--- config.mk ---
export PLATFORM = sky130hd
export DESIGN_NAME = csp_port
export DESIGN_NICKNAME = d
export VERILOG_FILES = /design/src/hw/csp_pkg.sv /design/src/hw/csp_sync.sv /design/src/hw/csp_clkgen.sv /design/src/hw/csp_port.sv
export SDC_FILE = /design/constraint.sdc
export NUM_CORES = 1
export LEC_CHECK = 0
export CORE_MARGIN = 2
export CORE_UTILIZATION = 50
export CTS_CLUSTER_DIAMETER = 30
export DETAILED_ROUTE_END_ITERATION = 8
export DONT_BUFFER_PORTS = 1
export GPL_TIMING_DRIVEN = 0
export SYNTH_ARGS = -nofsm -noshare
export SYNTH_HDL_FRONTEND = slang
export SYNTH_SLANG_ARGS = --single-unit
--- constraint.sdc ---
create_clock -name clk -period 10.9 [get_ports clk]
set_clock_uncertainty 0.15 [all_clocks]
set_input_delay 2.18 -clock clk [delete_from_list [all_inputs] [get_ports clk]]
set_output_delay 2.18 -clock clk [all_outputs]
set_load 0.005 [all_outputs]
--- src/hw/csp_pkg.sv ---
// Purpose: shared constants for the codec serial port
// Assumes: 40 MHz system clock
// Notes:   register offsets are word indices on the plain register port
package csp_pkg;

  // ----------------------------------------------------------------
  // register map
  // ----------------------------------------------------------------
  localparam logic [3:0] CSP_ADDR_CTRL1  = 4'h0; // port_control_reg_one
  localparam logic [3:0] CSP_ADDR_CTRL2  = 4'h1; // frame, word, buffer length
  localparam logic [3:0] CSP_ADDR_CTRL3  = 4'h2; // bit clock divider
  localparam logic [3:0] CSP_ADDR_STAT   = 4'h3; // slot and buffer status
  localparam logic [3:0] CSP_ADDR_TXBUF0 = 4'h4; // transmit words 0..3 at 4..7
  localparam logic [3:0] CSP_ADDR_RXBUF0 = 4'h8; // receive words 0..3 at 8..11

  // ----------------------------------------------------------------
  // control register one fields
  // ----------------------------------------------------------------
  localparam int CSP_EN_BIT       = 15;
  localparam int CSP_LOOP_BIT     = 11;
  localparam int CSP_BCLK_DIR_BIT = 10;
  localparam int CSP_BCLK_EDGE_BIT= 9;
  localparam int CSP_FS_DIR_BIT   = 8;
  localparam int CSP_UNDER_BIT    = 7;
  localparam int CSP_IDLE_BIT     = 6;
  localparam int CSP_JUST_BIT     = 5;
  localparam int CSP_FSM_LSB      = 0;

  // ----------------------------------------------------------------
  // control register two fields
  // ----------------------------------------------------------------
  localparam int CSP_BLEN_LSB  = 10;
  localparam int CSP_FLEN_LSB  = 5;
  localparam int CSP_WS_LSB    = 0;

  // ----------------------------------------------------------------
  // reset values and modes
  // ----------------------------------------------------------------
  localparam logic [15:0] CSP_CTRL_RST = 16'h0000;
  localparam logic [11:0] CSP_DIV_RST  = 12'h000;
  localparam logic [1:0]  CSP_FSM_MULTI = 2'h0;
  localparam logic [1:0]  CSP_FSM_I2S   = 2'h1;
  localparam int          CSP_WORD_MAX  = 16;
  localparam int          CSP_DEPTH     = 4;

endpackage : csp_pkg

--- src/hw/csp_sync.sv ---
// Purpose: two-flop synchroniser for pin inputs
// Assumes: d is asynchronous to clk
// Notes:   only the second flop is visible
`timescale 1ns/10ps
module csp_sync
  import csp_pkg::*;
(
  input  wire logic clk,
  input  wire logic resetn,
  input  wire logic d,
  output logic      q
);

  typedef struct packed
  {
    logic s1;
    logic s2;
  } csp_sync_t;

  csp_sync_t st_r;
  csp_sync_t st_nxt;

  // shift the pin through two stages
  always_comb
  begin
    st_nxt    = st_r;
    st_nxt.s1 = d;
    st_nxt.s2 = st_r.s1;
  end

  always_ff @(posedge clk or negedge resetn)
  begin
    if (!resetn)
      st_r <= '0;
    else
      st_r <= st_nxt;
  end

  assign q = st_r.s2;

endmodule : csp_sync

--- src/hw/csp_clkgen.sv ---
// Purpose: bit clock generator for the codec serial port
// Assumes: divider value from control register three
// Notes:   bit clock period is 2*(div+1) system clocks
`timescale 1ns/10ps
module csp_clkgen
  import csp_pkg::*;
(
  input  wire logic        clk,
  input  wire logic        resetn,
  input  wire logic        run,
  input  wire logic [11:0] div,
  output logic             bclk
);

  typedef struct packed
  {
    logic [11:0] cnt;
    logic        lvl;
  } csp_clkgen_t;

  csp_clkgen_t st_r;
  csp_clkgen_t st_nxt;

  // toggle the clock level each time the divider expires
  always_comb
  begin
    st_nxt = st_r;
    if (!run)
    begin
      st_nxt.cnt = 12'h000;
      st_nxt.lvl = 1'b0;
    end
    else if (st_r.cnt >= div)
    begin
      st_nxt.cnt = 12'h000;
      st_nxt.lvl = ~st_r.lvl;
    end
    else
      st_nxt.cnt = st_r.cnt + 12'h001;
  end

  always_ff @(posedge clk or negedge resetn)
  begin
    if (!resetn)
      st_r <= '0;
    else
      st_r <= st_nxt;
  end

  assign bclk = st_r.lvl;

endmodule : csp_clkgen

--- src/hw/csp_port.sv ---
// Purpose: codec serial port with framing, shift register and shadowed buffers
// Assumes: 40 MHz clk; bit clock far slower than clk when supplied from outside
// Notes:   register port: addr, wdata, wr, rd, rdata valid the cycle after rd
//
// Overview of operation
// while enabled the port itself sets direction of all four pins
// bit clock direction chosen by a bit in control register one
// bit clock as output is generated here and driven onto its pin
// bit clock as input must be supplied by the codec
// serial output is output only and drives while data is sent
// idle bit periods leave serial output tri-stated or low
// serial input pin is input only while enabled
// frame sync marks framing of both data lines for both parties
// frame sync pin direction chosen by a bit in control register one
// buffer words stored left justified, word msb at bit 15
// short received words get zeros in unused low bits
// short transmit words have unused low bits ignored
// one 16-bit shift register, msb first
// word length programmable up to 16 bits
// up to 16 slots per frame, 256 bit clocks at most
// up to four words buffered per direction between services
// serial logic uses shadow buffers while cpu uses register copies
// multi-channel, i2s and ac-link framing supported; only multi-channel and i2s are built, modes 10 and 11 frame as multi-channel
// idle mode 1 tri-states output in unused slots, 0 drives low
// frame sync direction 1 is input, 0 is output
// frame sync mode 00 multi-channel, 01 i2s
// external bit clock and frame sync synchronised before use
//
// Decided for this implementation: the register offsets and the address-and-strobe port.
`timescale 1ns/10ps
module csp_port
  import csp_pkg::*;
(
  input  wire logic        clk,
  input  wire logic        resetn,
  input  wire logic [3:0]  reg_addr,
  input  wire logic [15:0] reg_wdata,
  input  wire logic        reg_wr,
  input  wire logic        reg_rd,
  output logic      [15:0] reg_rdata,
  input  wire logic        bit_clock_pin_i,
  output logic             bit_clock_pin_o,
  output logic             bit_clock_pin_oe,
  input  wire logic        frame_sync_pin_i,
  output logic             frame_sync_pin_o,
  output logic             frame_sync_pin_oe,
  input  wire logic        serial_in_pin,
  output logic             serial_out_pin_o,
  output logic             serial_out_pin_oe
);

  // ----------------------------------------------------------------
  // state
  // ----------------------------------------------------------------
  typedef struct packed
  {
    logic [15:0]       ctrl1;
    logic [15:0]       ctrl2;
    logic [11:0]       div;
    logic [3:0][15:0]  tx_cpu;     // cpu side transmit words
    logic [3:0][15:0]  rx_cpu;     // cpu side receive words
    logic [3:0][15:0]  tx_sh;      // serial side shadow
    logic [3:0][15:0]  rx_sh;
    logic [15:0]       shreg;
    logic [15:0]       rdata;
    logic [3:0]        bitc;       // bit within slot
    logic [3:0]        slot;
    logic [1:0]        widx;       // buffer address counter
    logic              active;     // current slot carries data
    logic              pend;       // frame start waiting (delayed justify)
    logic              bclk_d;
    logic              fs_d;
    logic              sdo;
    logic              sdo_en;
    logic              fs_out;
    logic              rful;
    logic              rov;
    logic              tunf;
    logic              tmpty;
  } csp_port_t;

  csp_port_t st_r;
  csp_port_t st_nxt;

  logic       bclk_ext;
  logic       fs_ext;
  logic       sdi_s;
  logic       bclk_gen;
  logic       en;
  logic       bclk_in_mode;
  logic       fs_in_mode;
  logic       bclk;
  logic       fs;
  logic       rise;
  logic       fall;
  logic       tx_edge;
  logic       rx_edge;
  logic [3:0] ws;
  logic [3:0] flen;
  logic [1:0] blen;
  logic [1:0] fsm;
  logic       sdi;

  // mask keeping only the top ws+1 bits of a word
  function automatic logic [15:0] csp_mask(input logic [3:0] w);
    csp_mask = 16'hFFFF << (4'hF - w);
  endfunction : csp_mask

  // ----------------------------------------------------------------
  // pin synchronisers and clock generator
  // ----------------------------------------------------------------
  csp_sync u_sync_bclk (.clk(clk), .resetn(resetn), .d(bit_clock_pin_i), .q(bclk_ext));
  csp_sync u_sync_fs   (.clk(clk), .resetn(resetn), .d(frame_sync_pin_i), .q(fs_ext));
  csp_sync u_sync_sdi  (.clk(clk), .resetn(resetn), .d(serial_in_pin), .q(sdi_s));

  csp_clkgen u_clkgen
  (
    .clk    (clk),
    .resetn (resetn),
    .run    (en & ~bclk_in_mode),
    .div    (st_r.div),
    .bclk   (bclk_gen)
  );

  // ----------------------------------------------------------------
  // decoded controls
  // ----------------------------------------------------------------
  assign en           = st_r.ctrl1[CSP_EN_BIT];
  assign bclk_in_mode = st_r.ctrl1[CSP_BCLK_DIR_BIT];
  assign fs_in_mode   = st_r.ctrl1[CSP_FS_DIR_BIT];
  assign fsm          = st_r.ctrl1[CSP_FSM_LSB +: 2];
  assign ws           = st_r.ctrl2[CSP_WS_LSB +: 4];
  assign flen         = st_r.ctrl2[CSP_FLEN_LSB +: 4];
  assign blen         = st_r.ctrl2[CSP_BLEN_LSB +: 2];
  assign bclk         = bclk_in_mode ? bclk_ext : bclk_gen;
  assign fs           = fs_in_mode ? fs_ext : st_r.fs_out;
  assign rise         = bclk & ~st_r.bclk_d;
  assign fall         = ~bclk & st_r.bclk_d;
  assign tx_edge      = st_r.ctrl1[CSP_BCLK_EDGE_BIT] ? rise : fall;
  assign rx_edge      = st_r.ctrl1[CSP_BCLK_EDGE_BIT] ? fall : rise;
  assign sdi          = st_r.ctrl1[CSP_LOOP_BIT] ? st_r.sdo : sdi_s;

  // ----------------------------------------------------------------
  // next state
  // ----------------------------------------------------------------
  always_comb
  begin
    logic        fs_start;
    logic        last_bit;
    logic [15:0] rword;
    logic [3:0]  slot_n;
    fs_start = 1'b0;
    last_bit = 1'b0;
    rword    = 16'h0000;
    slot_n   = 4'h0;
    st_nxt   = st_r;
    st_nxt.bclk_d = bclk;
    st_nxt.fs_d   = fs;
    st_nxt.rdata  = 16'h0000;

    // register writes
    if (reg_wr)
    begin
      if (reg_addr == CSP_ADDR_CTRL1)
        st_nxt.ctrl1 = reg_wdata & 16'h8FE3;
      else if (reg_addr == CSP_ADDR_CTRL2)
        st_nxt.ctrl2 = reg_wdata & 16'h0DEF;
      else if (reg_addr == CSP_ADDR_CTRL3)
        st_nxt.div = reg_wdata[11:0];
      else if (reg_addr[3:2] == CSP_ADDR_TXBUF0[3:2])
      begin
        st_nxt.tx_cpu[reg_addr[1:0]] = reg_wdata;
        st_nxt.tmpty = 1'b0;
      end
    end

    // register reads, answered next cycle
    if (reg_rd)
    begin
      if (reg_addr == CSP_ADDR_CTRL1)
        st_nxt.rdata = st_r.ctrl1;
      else if (reg_addr == CSP_ADDR_CTRL2)
        st_nxt.rdata = st_r.ctrl2;
      else if (reg_addr == CSP_ADDR_CTRL3)
        st_nxt.rdata = {4'h0, st_r.div};
      else if (reg_addr == CSP_ADDR_STAT)
        st_nxt.rdata = {4'h0, st_r.slot, 4'h0, st_r.rov, st_r.rful, st_r.tunf, st_r.tmpty};
      else if (reg_addr[3:2] == CSP_ADDR_TXBUF0[3:2])
        st_nxt.rdata = st_r.tx_cpu[reg_addr[1:0]];
      else if (reg_addr[3:2] == CSP_ADDR_RXBUF0[3:2])
      begin
        st_nxt.rdata = st_r.rx_cpu[reg_addr[1:0]];
        st_nxt.rful  = 1'b0;
      end
      else
        st_nxt.rdata = 16'h0000;
    end

    // frame start: external sync edge, or own generator at slot wrap
    if (fs_in_mode)
      fs_start = (fsm == CSP_FSM_I2S) ? (fs != st_r.fs_d) : (fs & ~st_r.fs_d);
    else
      fs_start = tx_edge & (st_r.slot == flen) & (st_r.bitc == 4'hF);

    if (!en)
    begin
      st_nxt.bitc   = 4'h0;
      st_nxt.slot   = 4'h0;
      st_nxt.widx   = 2'h0;
      st_nxt.sdo_en = 1'b0;
      st_nxt.active = 1'b0;
      st_nxt.fs_out = 1'b0;
      st_nxt.pend   = 1'b0;
    end
    else
    begin
      // delayed justify defers the frame one bit clock
      if (fs_start && st_r.ctrl1[CSP_JUST_BIT])
        st_nxt.pend = 1'b1;

      if (tx_edge)
      begin
        if ((fs_start && !st_r.ctrl1[CSP_JUST_BIT]) || st_r.pend)
        begin
          st_nxt.pend   = 1'b0;
          st_nxt.slot   = 4'h0;
          st_nxt.bitc   = 4'h0;
          st_nxt.widx   = 2'h0;
          st_nxt.active = 1'b1;
          st_nxt.tx_sh  = st_r.tx_cpu;
          st_nxt.tmpty  = 1'b1;
          st_nxt.shreg  = st_r.tx_cpu[0] & csp_mask(ws);
        end
        else if (st_r.bitc == 4'hF)
        begin
          // slot boundary: next word from shadow
          slot_n        = st_r.slot + 4'h1;
          st_nxt.slot   = slot_n;
          st_nxt.bitc   = 4'h0;
          st_nxt.active = (slot_n <= flen) && (st_r.widx != blen);
          if (st_r.active && st_r.widx != blen)
            st_nxt.widx = st_r.widx + 2'h1;
          st_nxt.shreg  = st_r.tx_sh[st_r.widx + 2'h1] & csp_mask(ws);
        end
        else
        begin
          st_nxt.bitc  = st_r.bitc + 4'h1;
          st_nxt.shreg = {st_r.shreg[14:0], 1'b0};
        end
        // data bits of active slot drive; otherwise idle mode
        st_nxt.sdo    = st_nxt.active && (st_nxt.bitc <= ws) && st_nxt.shreg[15];
        st_nxt.sdo_en = (st_nxt.active && (st_nxt.bitc <= ws))
                        || !st_r.ctrl1[CSP_IDLE_BIT];
        // own frame sync: high in first bit clock of frame, i2s level follows bit 0 of the slot number
        if (fsm == CSP_FSM_I2S)
          st_nxt.fs_out = st_nxt.slot[0];
        else
          st_nxt.fs_out = (st_nxt.slot == 4'h0) && (st_nxt.bitc == 4'h0);
      end

      // capture received bits msb first into shadow, zero fill below
      if (rx_edge && st_r.active && st_r.bitc <= ws)
      begin
        rword    = st_r.rx_sh[st_r.widx];
        rword[4'hF - st_r.bitc] = sdi;
        last_bit = (st_r.bitc == ws);
        if (st_r.bitc == 4'h0)
          rword = {sdi, 15'h0000};
        st_nxt.rx_sh[st_r.widx] = rword;
        // last word of the block: hand shadows to cpu side
        if (last_bit && st_r.widx == blen)
        begin
          st_nxt.rx_cpu = st_nxt.rx_sh;
          st_nxt.rov    = st_r.rov | st_r.rful;
          st_nxt.rful   = 1'b1;
          st_nxt.tunf   = st_r.tunf | st_r.tmpty;
        end
      end
    end
  end

  always_ff @(posedge clk or negedge resetn)
  begin
    if (!resetn)
    begin
      st_r       <= '0;
      st_r.ctrl1 <= CSP_CTRL_RST;
      st_r.ctrl2 <= CSP_CTRL_RST;
      st_r.div   <= CSP_DIV_RST;
    end
    else
      st_r <= st_nxt;
  end

  // ----------------------------------------------------------------
  // pins and read data
  // ----------------------------------------------------------------
  assign reg_rdata         = st_r.rdata;
  assign bit_clock_pin_o   = bclk_gen;
  assign bit_clock_pin_oe  = en & ~bclk_in_mode;
  assign frame_sync_pin_o  = st_r.fs_out;
  assign frame_sync_pin_oe = en & ~fs_in_mode;
  assign serial_out_pin_o  = st_r.sdo;
  assign serial_out_pin_oe = en & st_r.sdo_en;

  // ----------------------------------------------------------------
  // checks
  // ----------------------------------------------------------------
  // frame start decoded again for the transmit mask check
  logic fs_start_dbg;
  assign fs_start_dbg = fs_in_mode ? ((fsm == CSP_FSM_I2S) ? (fs != st_r.fs_d) : (fs & ~st_r.fs_d))
                                   : (tx_edge & (st_r.slot == flen) & (st_r.bitc == 4'hF));

  a_bclk_dir: assert property (@(posedge clk) disable iff (!resetn)
    bit_clock_pin_oe == (en && !st_r.ctrl1[CSP_BCLK_DIR_BIT])) else $error("bit clock direction wrong");
  a_fs_dir: assert property (@(posedge clk) disable iff (!resetn)
    (en && st_r.ctrl1[CSP_FS_DIR_BIT]) |-> !frame_sync_pin_oe) else $error("frame sync driven as input");
  a_off_quiet: assert property (@(posedge clk) disable iff (!resetn)
    !en |=> !st_r.sdo_en) else $error("serial out driven while off");
  a_idle_low: assert property (@(posedge clk) disable iff (!resetn)
    (serial_out_pin_oe && !st_r.active) |-> !serial_out_pin_o) else $error("idle output not low");
  a_idle_tri: assert property (@(posedge clk) disable iff (!resetn)
    (st_r.ctrl1[CSP_IDLE_BIT] && $stable(st_r.ctrl1) && !st_r.active && $past(!st_r.active)
     && $past(tx_edge)) |-> !serial_out_pin_oe) else $error("idle output not released");
  a_rd_data: assert property (@(posedge clk) disable iff (!resetn)
    (reg_rd && reg_addr == CSP_ADDR_CTRL3) |=> reg_rdata == {4'h0, $past(st_r.div)})
    else $error("read data wrong");
  a_rx_zero: assert property (@(posedge clk) disable iff (!resetn)
    (st_r.rful && $rose(st_r.rful)) |-> ((st_r.rx_cpu[0] & ~csp_mask(ws)) == 16'h0000))
    else $error("low bits not zero");
  a_tx_mask: assert property (@(posedge clk) disable iff (!resetn)
    (tx_edge && st_r.bitc == 4'hF && en && !st_r.pend && !fs_start_dbg) |=>
    ((st_r.shreg & ~csp_mask(ws)) == 16'h0000)) else $error("unused tx bits shifted");

endmodule : csp_port

==> summary.txt <==
Setup slack of the most critical reg-to-reg path - 5.91 ns
Most frequent standard cell in the layout excluding fill and tap cells - sky130_fd_sc_hd__dfrtp_1
Share of synthesized area occupied by flip-flops and latches - 49.50%
Top cells by area, synth - sky130_fd_sc_hd__dfrtp_1, sky130_fd_sc_hd__mux2_2, sky130_fd_sc_hd__mux4_2, sky130_fd_sc_hd__o21ai_0, sky130_fd_sc_hd__nand2_1
Number of maximum-capacitance constraint violations - 1
I/O pin total - 49
Clock buffer depth - 3
Via density per instance - 6.163
CP endpoint kind - flip-flop
Critical path buffers and inverters - 5
Per-instance average area after synthesis - 11.81 um^2
Post-Synthesis Cells - 1537
Met3 routed WL - 4.892 mm
Hold Vio Cnt, Final - 0
Power density cells - 225.5 nW/um^2
Final non-filler cell total - 2161
Critical path fanouts, max - 10
Antenna violations before repair - 0
Mean routed wirelength per cell - 25.68 um
Pins Over Slew Limit - 0
Slowest cell delay on critical path - 0.78 ns
Total nets after synthesis - 1598
Transition time at the pin with the least slew margin - 1.471 ns
Highest layer used for signal routing - met4
Total area of multi-input combinational cells - 8438 um^2
Layout cells sized above 1 - 27.35%
Setup repair after global routing missed its margin - false
Die boundary width - 194.5 um
Endpoint arrival time on the critical path - 5.34 ns
Clock Sink Count - 359
DRC violation total after the first TritonRoute iteration - 1162
Count of unresolved DRC violations after routing - 0
Number of flops mapped to enable cells by yosys - 0
Area after detailed placement - 18730 um^2
Hold-fix buffer count after cts - 0
Violations in the final reports - capacitance limit
Pre-antenna DRT Iters - 6
RD Place Congestion - 0.9348
Number of instances resized during post-cts repair - 0
Finished Cell Area - 21950 um^2
# Post-CTS Setup Buffers - 0
Routed wire length - 55.50 mm
Length in cells of the worst reg-to-reg path - 10
Number of global-route vias before repair - 13574
Number of warning messages in the yosys log - 0
Cell taking the most area after synthesis - sky130_fd_sc_hd__dfrtp_1
Critical Path Stages - 10
Buffer cell driving the clock tree root - sky130_fd_sc_hd__clkbuf_16
Category of the most critical setup path - flip-flop to flip-flop
Number of antenna-violating nets in the routed design - 0
DIE AREA - 37840 um^2
Antenna Diode Count - 0
Total congestion overflow - 0
Placeable core region - 35660 um^2
Filler Cell Count - 2780
Number of nets in the layout - 1687
Maximum achievable frequency - 200.4 MHz
Row count - 69
Clock buffer count from CTS - 87
Clock tree from TritonCTS - done
Total number of vias - 13318
Routed length on met2 - 24.89 mm
Post-layout minimum cycle time - 4.991 ns
Combined global-route utilization of all metal layers - 30.18%
Min-delay worst type - flip-flop to flip-flop
Clock edge transition at the registers on the reported setup and hold paths - 0.04 ns
Port Buffer Count - 0
Die Height - 194.5 um
Most used cell, CP - sky130_fd_sc_hd__clkbuf_1
# H-tree levels - 3
Largest net degree at the start of global routing - 360
Top-area cell type share of the netlist area - 49.50%
Crit-path leading delay family - buffers and inverters
Final number of setup-violating endpoints - 0
Post-synthesis async set-or-reset flop share - 100.0%
Slowest cell on crit path - sky130_fd_sc_hd__clkbuf_1
Peak supply drop - 0.1479 mV
Hold depth - 0
Sequential standard cell area - 8984 um^2
Netlist area before placement - 18150 um^2
Post-synthesis sequential element count - 359
Sum of negative setup slack - 0 ns
Detail Placement HPWL - 37.84 mm
Leakage dissipation - 0.009996 uW
Starting density of the core - 50.90%
Library cells used by synthesis - 65
Wire length of the first global-routing pass - 85.04 mm
Placed cell count - 1998
Final period util - 45.79%
Predominant post-synthesis flop cell - sky130_fd_sc_hd__dfrtp_1
Total routed wire length on the met1 layer - 24.32 mm
Fraction of the core area covered by cells at the end of the flow - 61.56%
Launching element type of the critical path - flip-flop
Most used cells in the layout excluding fill and tap cells - sky130_fd_sc_hd__dfrtp_1, sky130_fd_sc_hd__mux2_2, sky130_fd_sc_hd__nand2_1, sky130_fd_sc_hd__o21ai_0, sky130_fd_sc_hd__clkbuf_16
Synth-to-Final Area Change - 20.94%
Endpoint required time on the critical path - 11.25 ns
Max-slew headroom at the worst pin - 1.190%
Result of the run - finished, violations left
CP Cell Sequence - clkbuf_1 > clkbuf_1 > inv_1 > ha_1 > clkbuf_1 > clkbuf_1 > mux4_2 > nand3_1 > a21o_1 > a31oi_1
Later-pin clock latency in the skew report - 0.61 ns
sequential cells by signal, summed over array words and instances, names as in the netlist:
name / cells
bclk_in_mode: 1
blen: 2
en: 1
flen: 4
frame_sync_pin_o: 1
fs_in_mode: 1
fsm: 2
reg_rdata: 16
serial_out_pin_o: 1
st_r: 311
u_clkgen.bclk: 1
u_clkgen.st_r: 12
u_sync_bclk.q: 1
u_sync_bclk.st_nxt: 1
u_sync_fs.q: 1
u_sync_fs.st_nxt: 1
u_sync_sdi.q: 1
u_sync_sdi.st_nxt: 1
metrics by stage:
| step | hold WS [ns] | setup WS [ns] | power [uW] |
|---|---|---|---|
| floorplan | 0.1812 | 6.750 | 1973 |
| global placement | 0.1950 | 5.520 | 2135 |
| detailed placement | 0.1847 | 5.500 | 2152 |
| CTS | 0.2061 | 6.076 | 4964 |
| global route | 0.2189 | 5.916 | 5123 |
| finish | 0.2003 | 5.909 | 4949 |
logic make-up (layout without fill, tap and decap cells):
family,after synthesis,in the layout,synth area share [%]
AO/OA/AOI/OAI,280,280,9.431
multiplexers,341,341,24.92
XOR/XNOR,19,19,0.9169
flip-flops,359,359,49.50
adder cells (fa/ha/maj),34,34,2.344
buffers and inverters,159,322,4.012
AND/OR/NAND/NOR,345,345,8.879
worst register-to-register path, delay by kind of cell, from the launching register on:
family                   cells  cell delay (ns)
multiplexers                 1             0.42
AND/OR/NAND/NOR              1             0.09
flip-flops                   1             0.36
adder cells (fa/ha/maj)      1             0.32
AO/OA/AOI/OAI                2             0.40
buffers and inverters        5             3.13
layout make-up:
class | count | share of cell area (%)
Clock buffer | 114 | 11.11
Sequential cell | 359 | 40.93
Inverter | 41 | 0.7011
Multi-Input combinational cell | 1019 | 38.44
Clock inverter | 49 | 3.574
Tap cell | 461 | 2.628
Buffer | 118 | 2.616
final timing paths:
| check | start | endpoint |
|---|---|---|
| max | st_r[12]$_DFFE_PN0P_ | st_r[46]$_DFFE_PN0P_ |
| max in group asynchronous | resetn | st_r[204]$_DFFE_PN0P_ |
| min in group asynchronous | resetn | st_r[54]$_DFFE_PN0P_ |
| max reg2reg | st_r[12]$_DFFE_PN0P_ | st_r[46]$_DFFE_PN0P_ |
| min | u_sync_bclk.st_nxt[0]$_DFF_PN0_ | u_sync_bclk.q$_DFF_PN0_ |
| min reg2reg | u_sync_bclk.st_nxt[0]$_DFF_PN0_ | u_sync_bclk.q$_DFF_PN0_ |
metal layers:
| metal | up-vias | track usage [%] |
|---|---|---|
| met5 | - | 0 |
| met4 | 0 | 10.11 |
| met3 | 106 | 7.479 |
| met2 | 630 | 45.16 |
| met1 | 6825 | 43.20 |
| li1 | 5757 | - |
cells in the mapped netlist, drive strengths merged, types with 5 or more instances:
| library cell | number |
|---|---|
| mux2i | 42 |
| and3 | 10 |
| o22ai | 5 |
| ha | 34 |
| xnor2 | 8 |
| mux4 | 65 |
| and2 | 17 |
| o21ai | 140 |
| inv | 41 |
| nand2b | 8 |
| nor2b | 24 |
| a31oi | 18 |
| clkbuf | 65 |
| nand4 | 7 |
| mux2 | 234 |
| a21oi | 33 |
| nand2 | 174 |
| a22oi | 13 |
| o2111ai | 7 |
| buf | 53 |
| dfrtp | 359 |
| a21o | 12 |
| nor3 | 8 |
| nand3 | 31 |
| nand3b | 6 |
| xor2 | 11 |
| o21a | 5 |
| a21boi | 5 |
| nor2 | 49 |
power by group:
part / internal (uW) / switching, uW
sequential: 1490 / 128
combinational: 249 / 280
clock: 1960 / 841
Power figures use the tool's default switching activity.
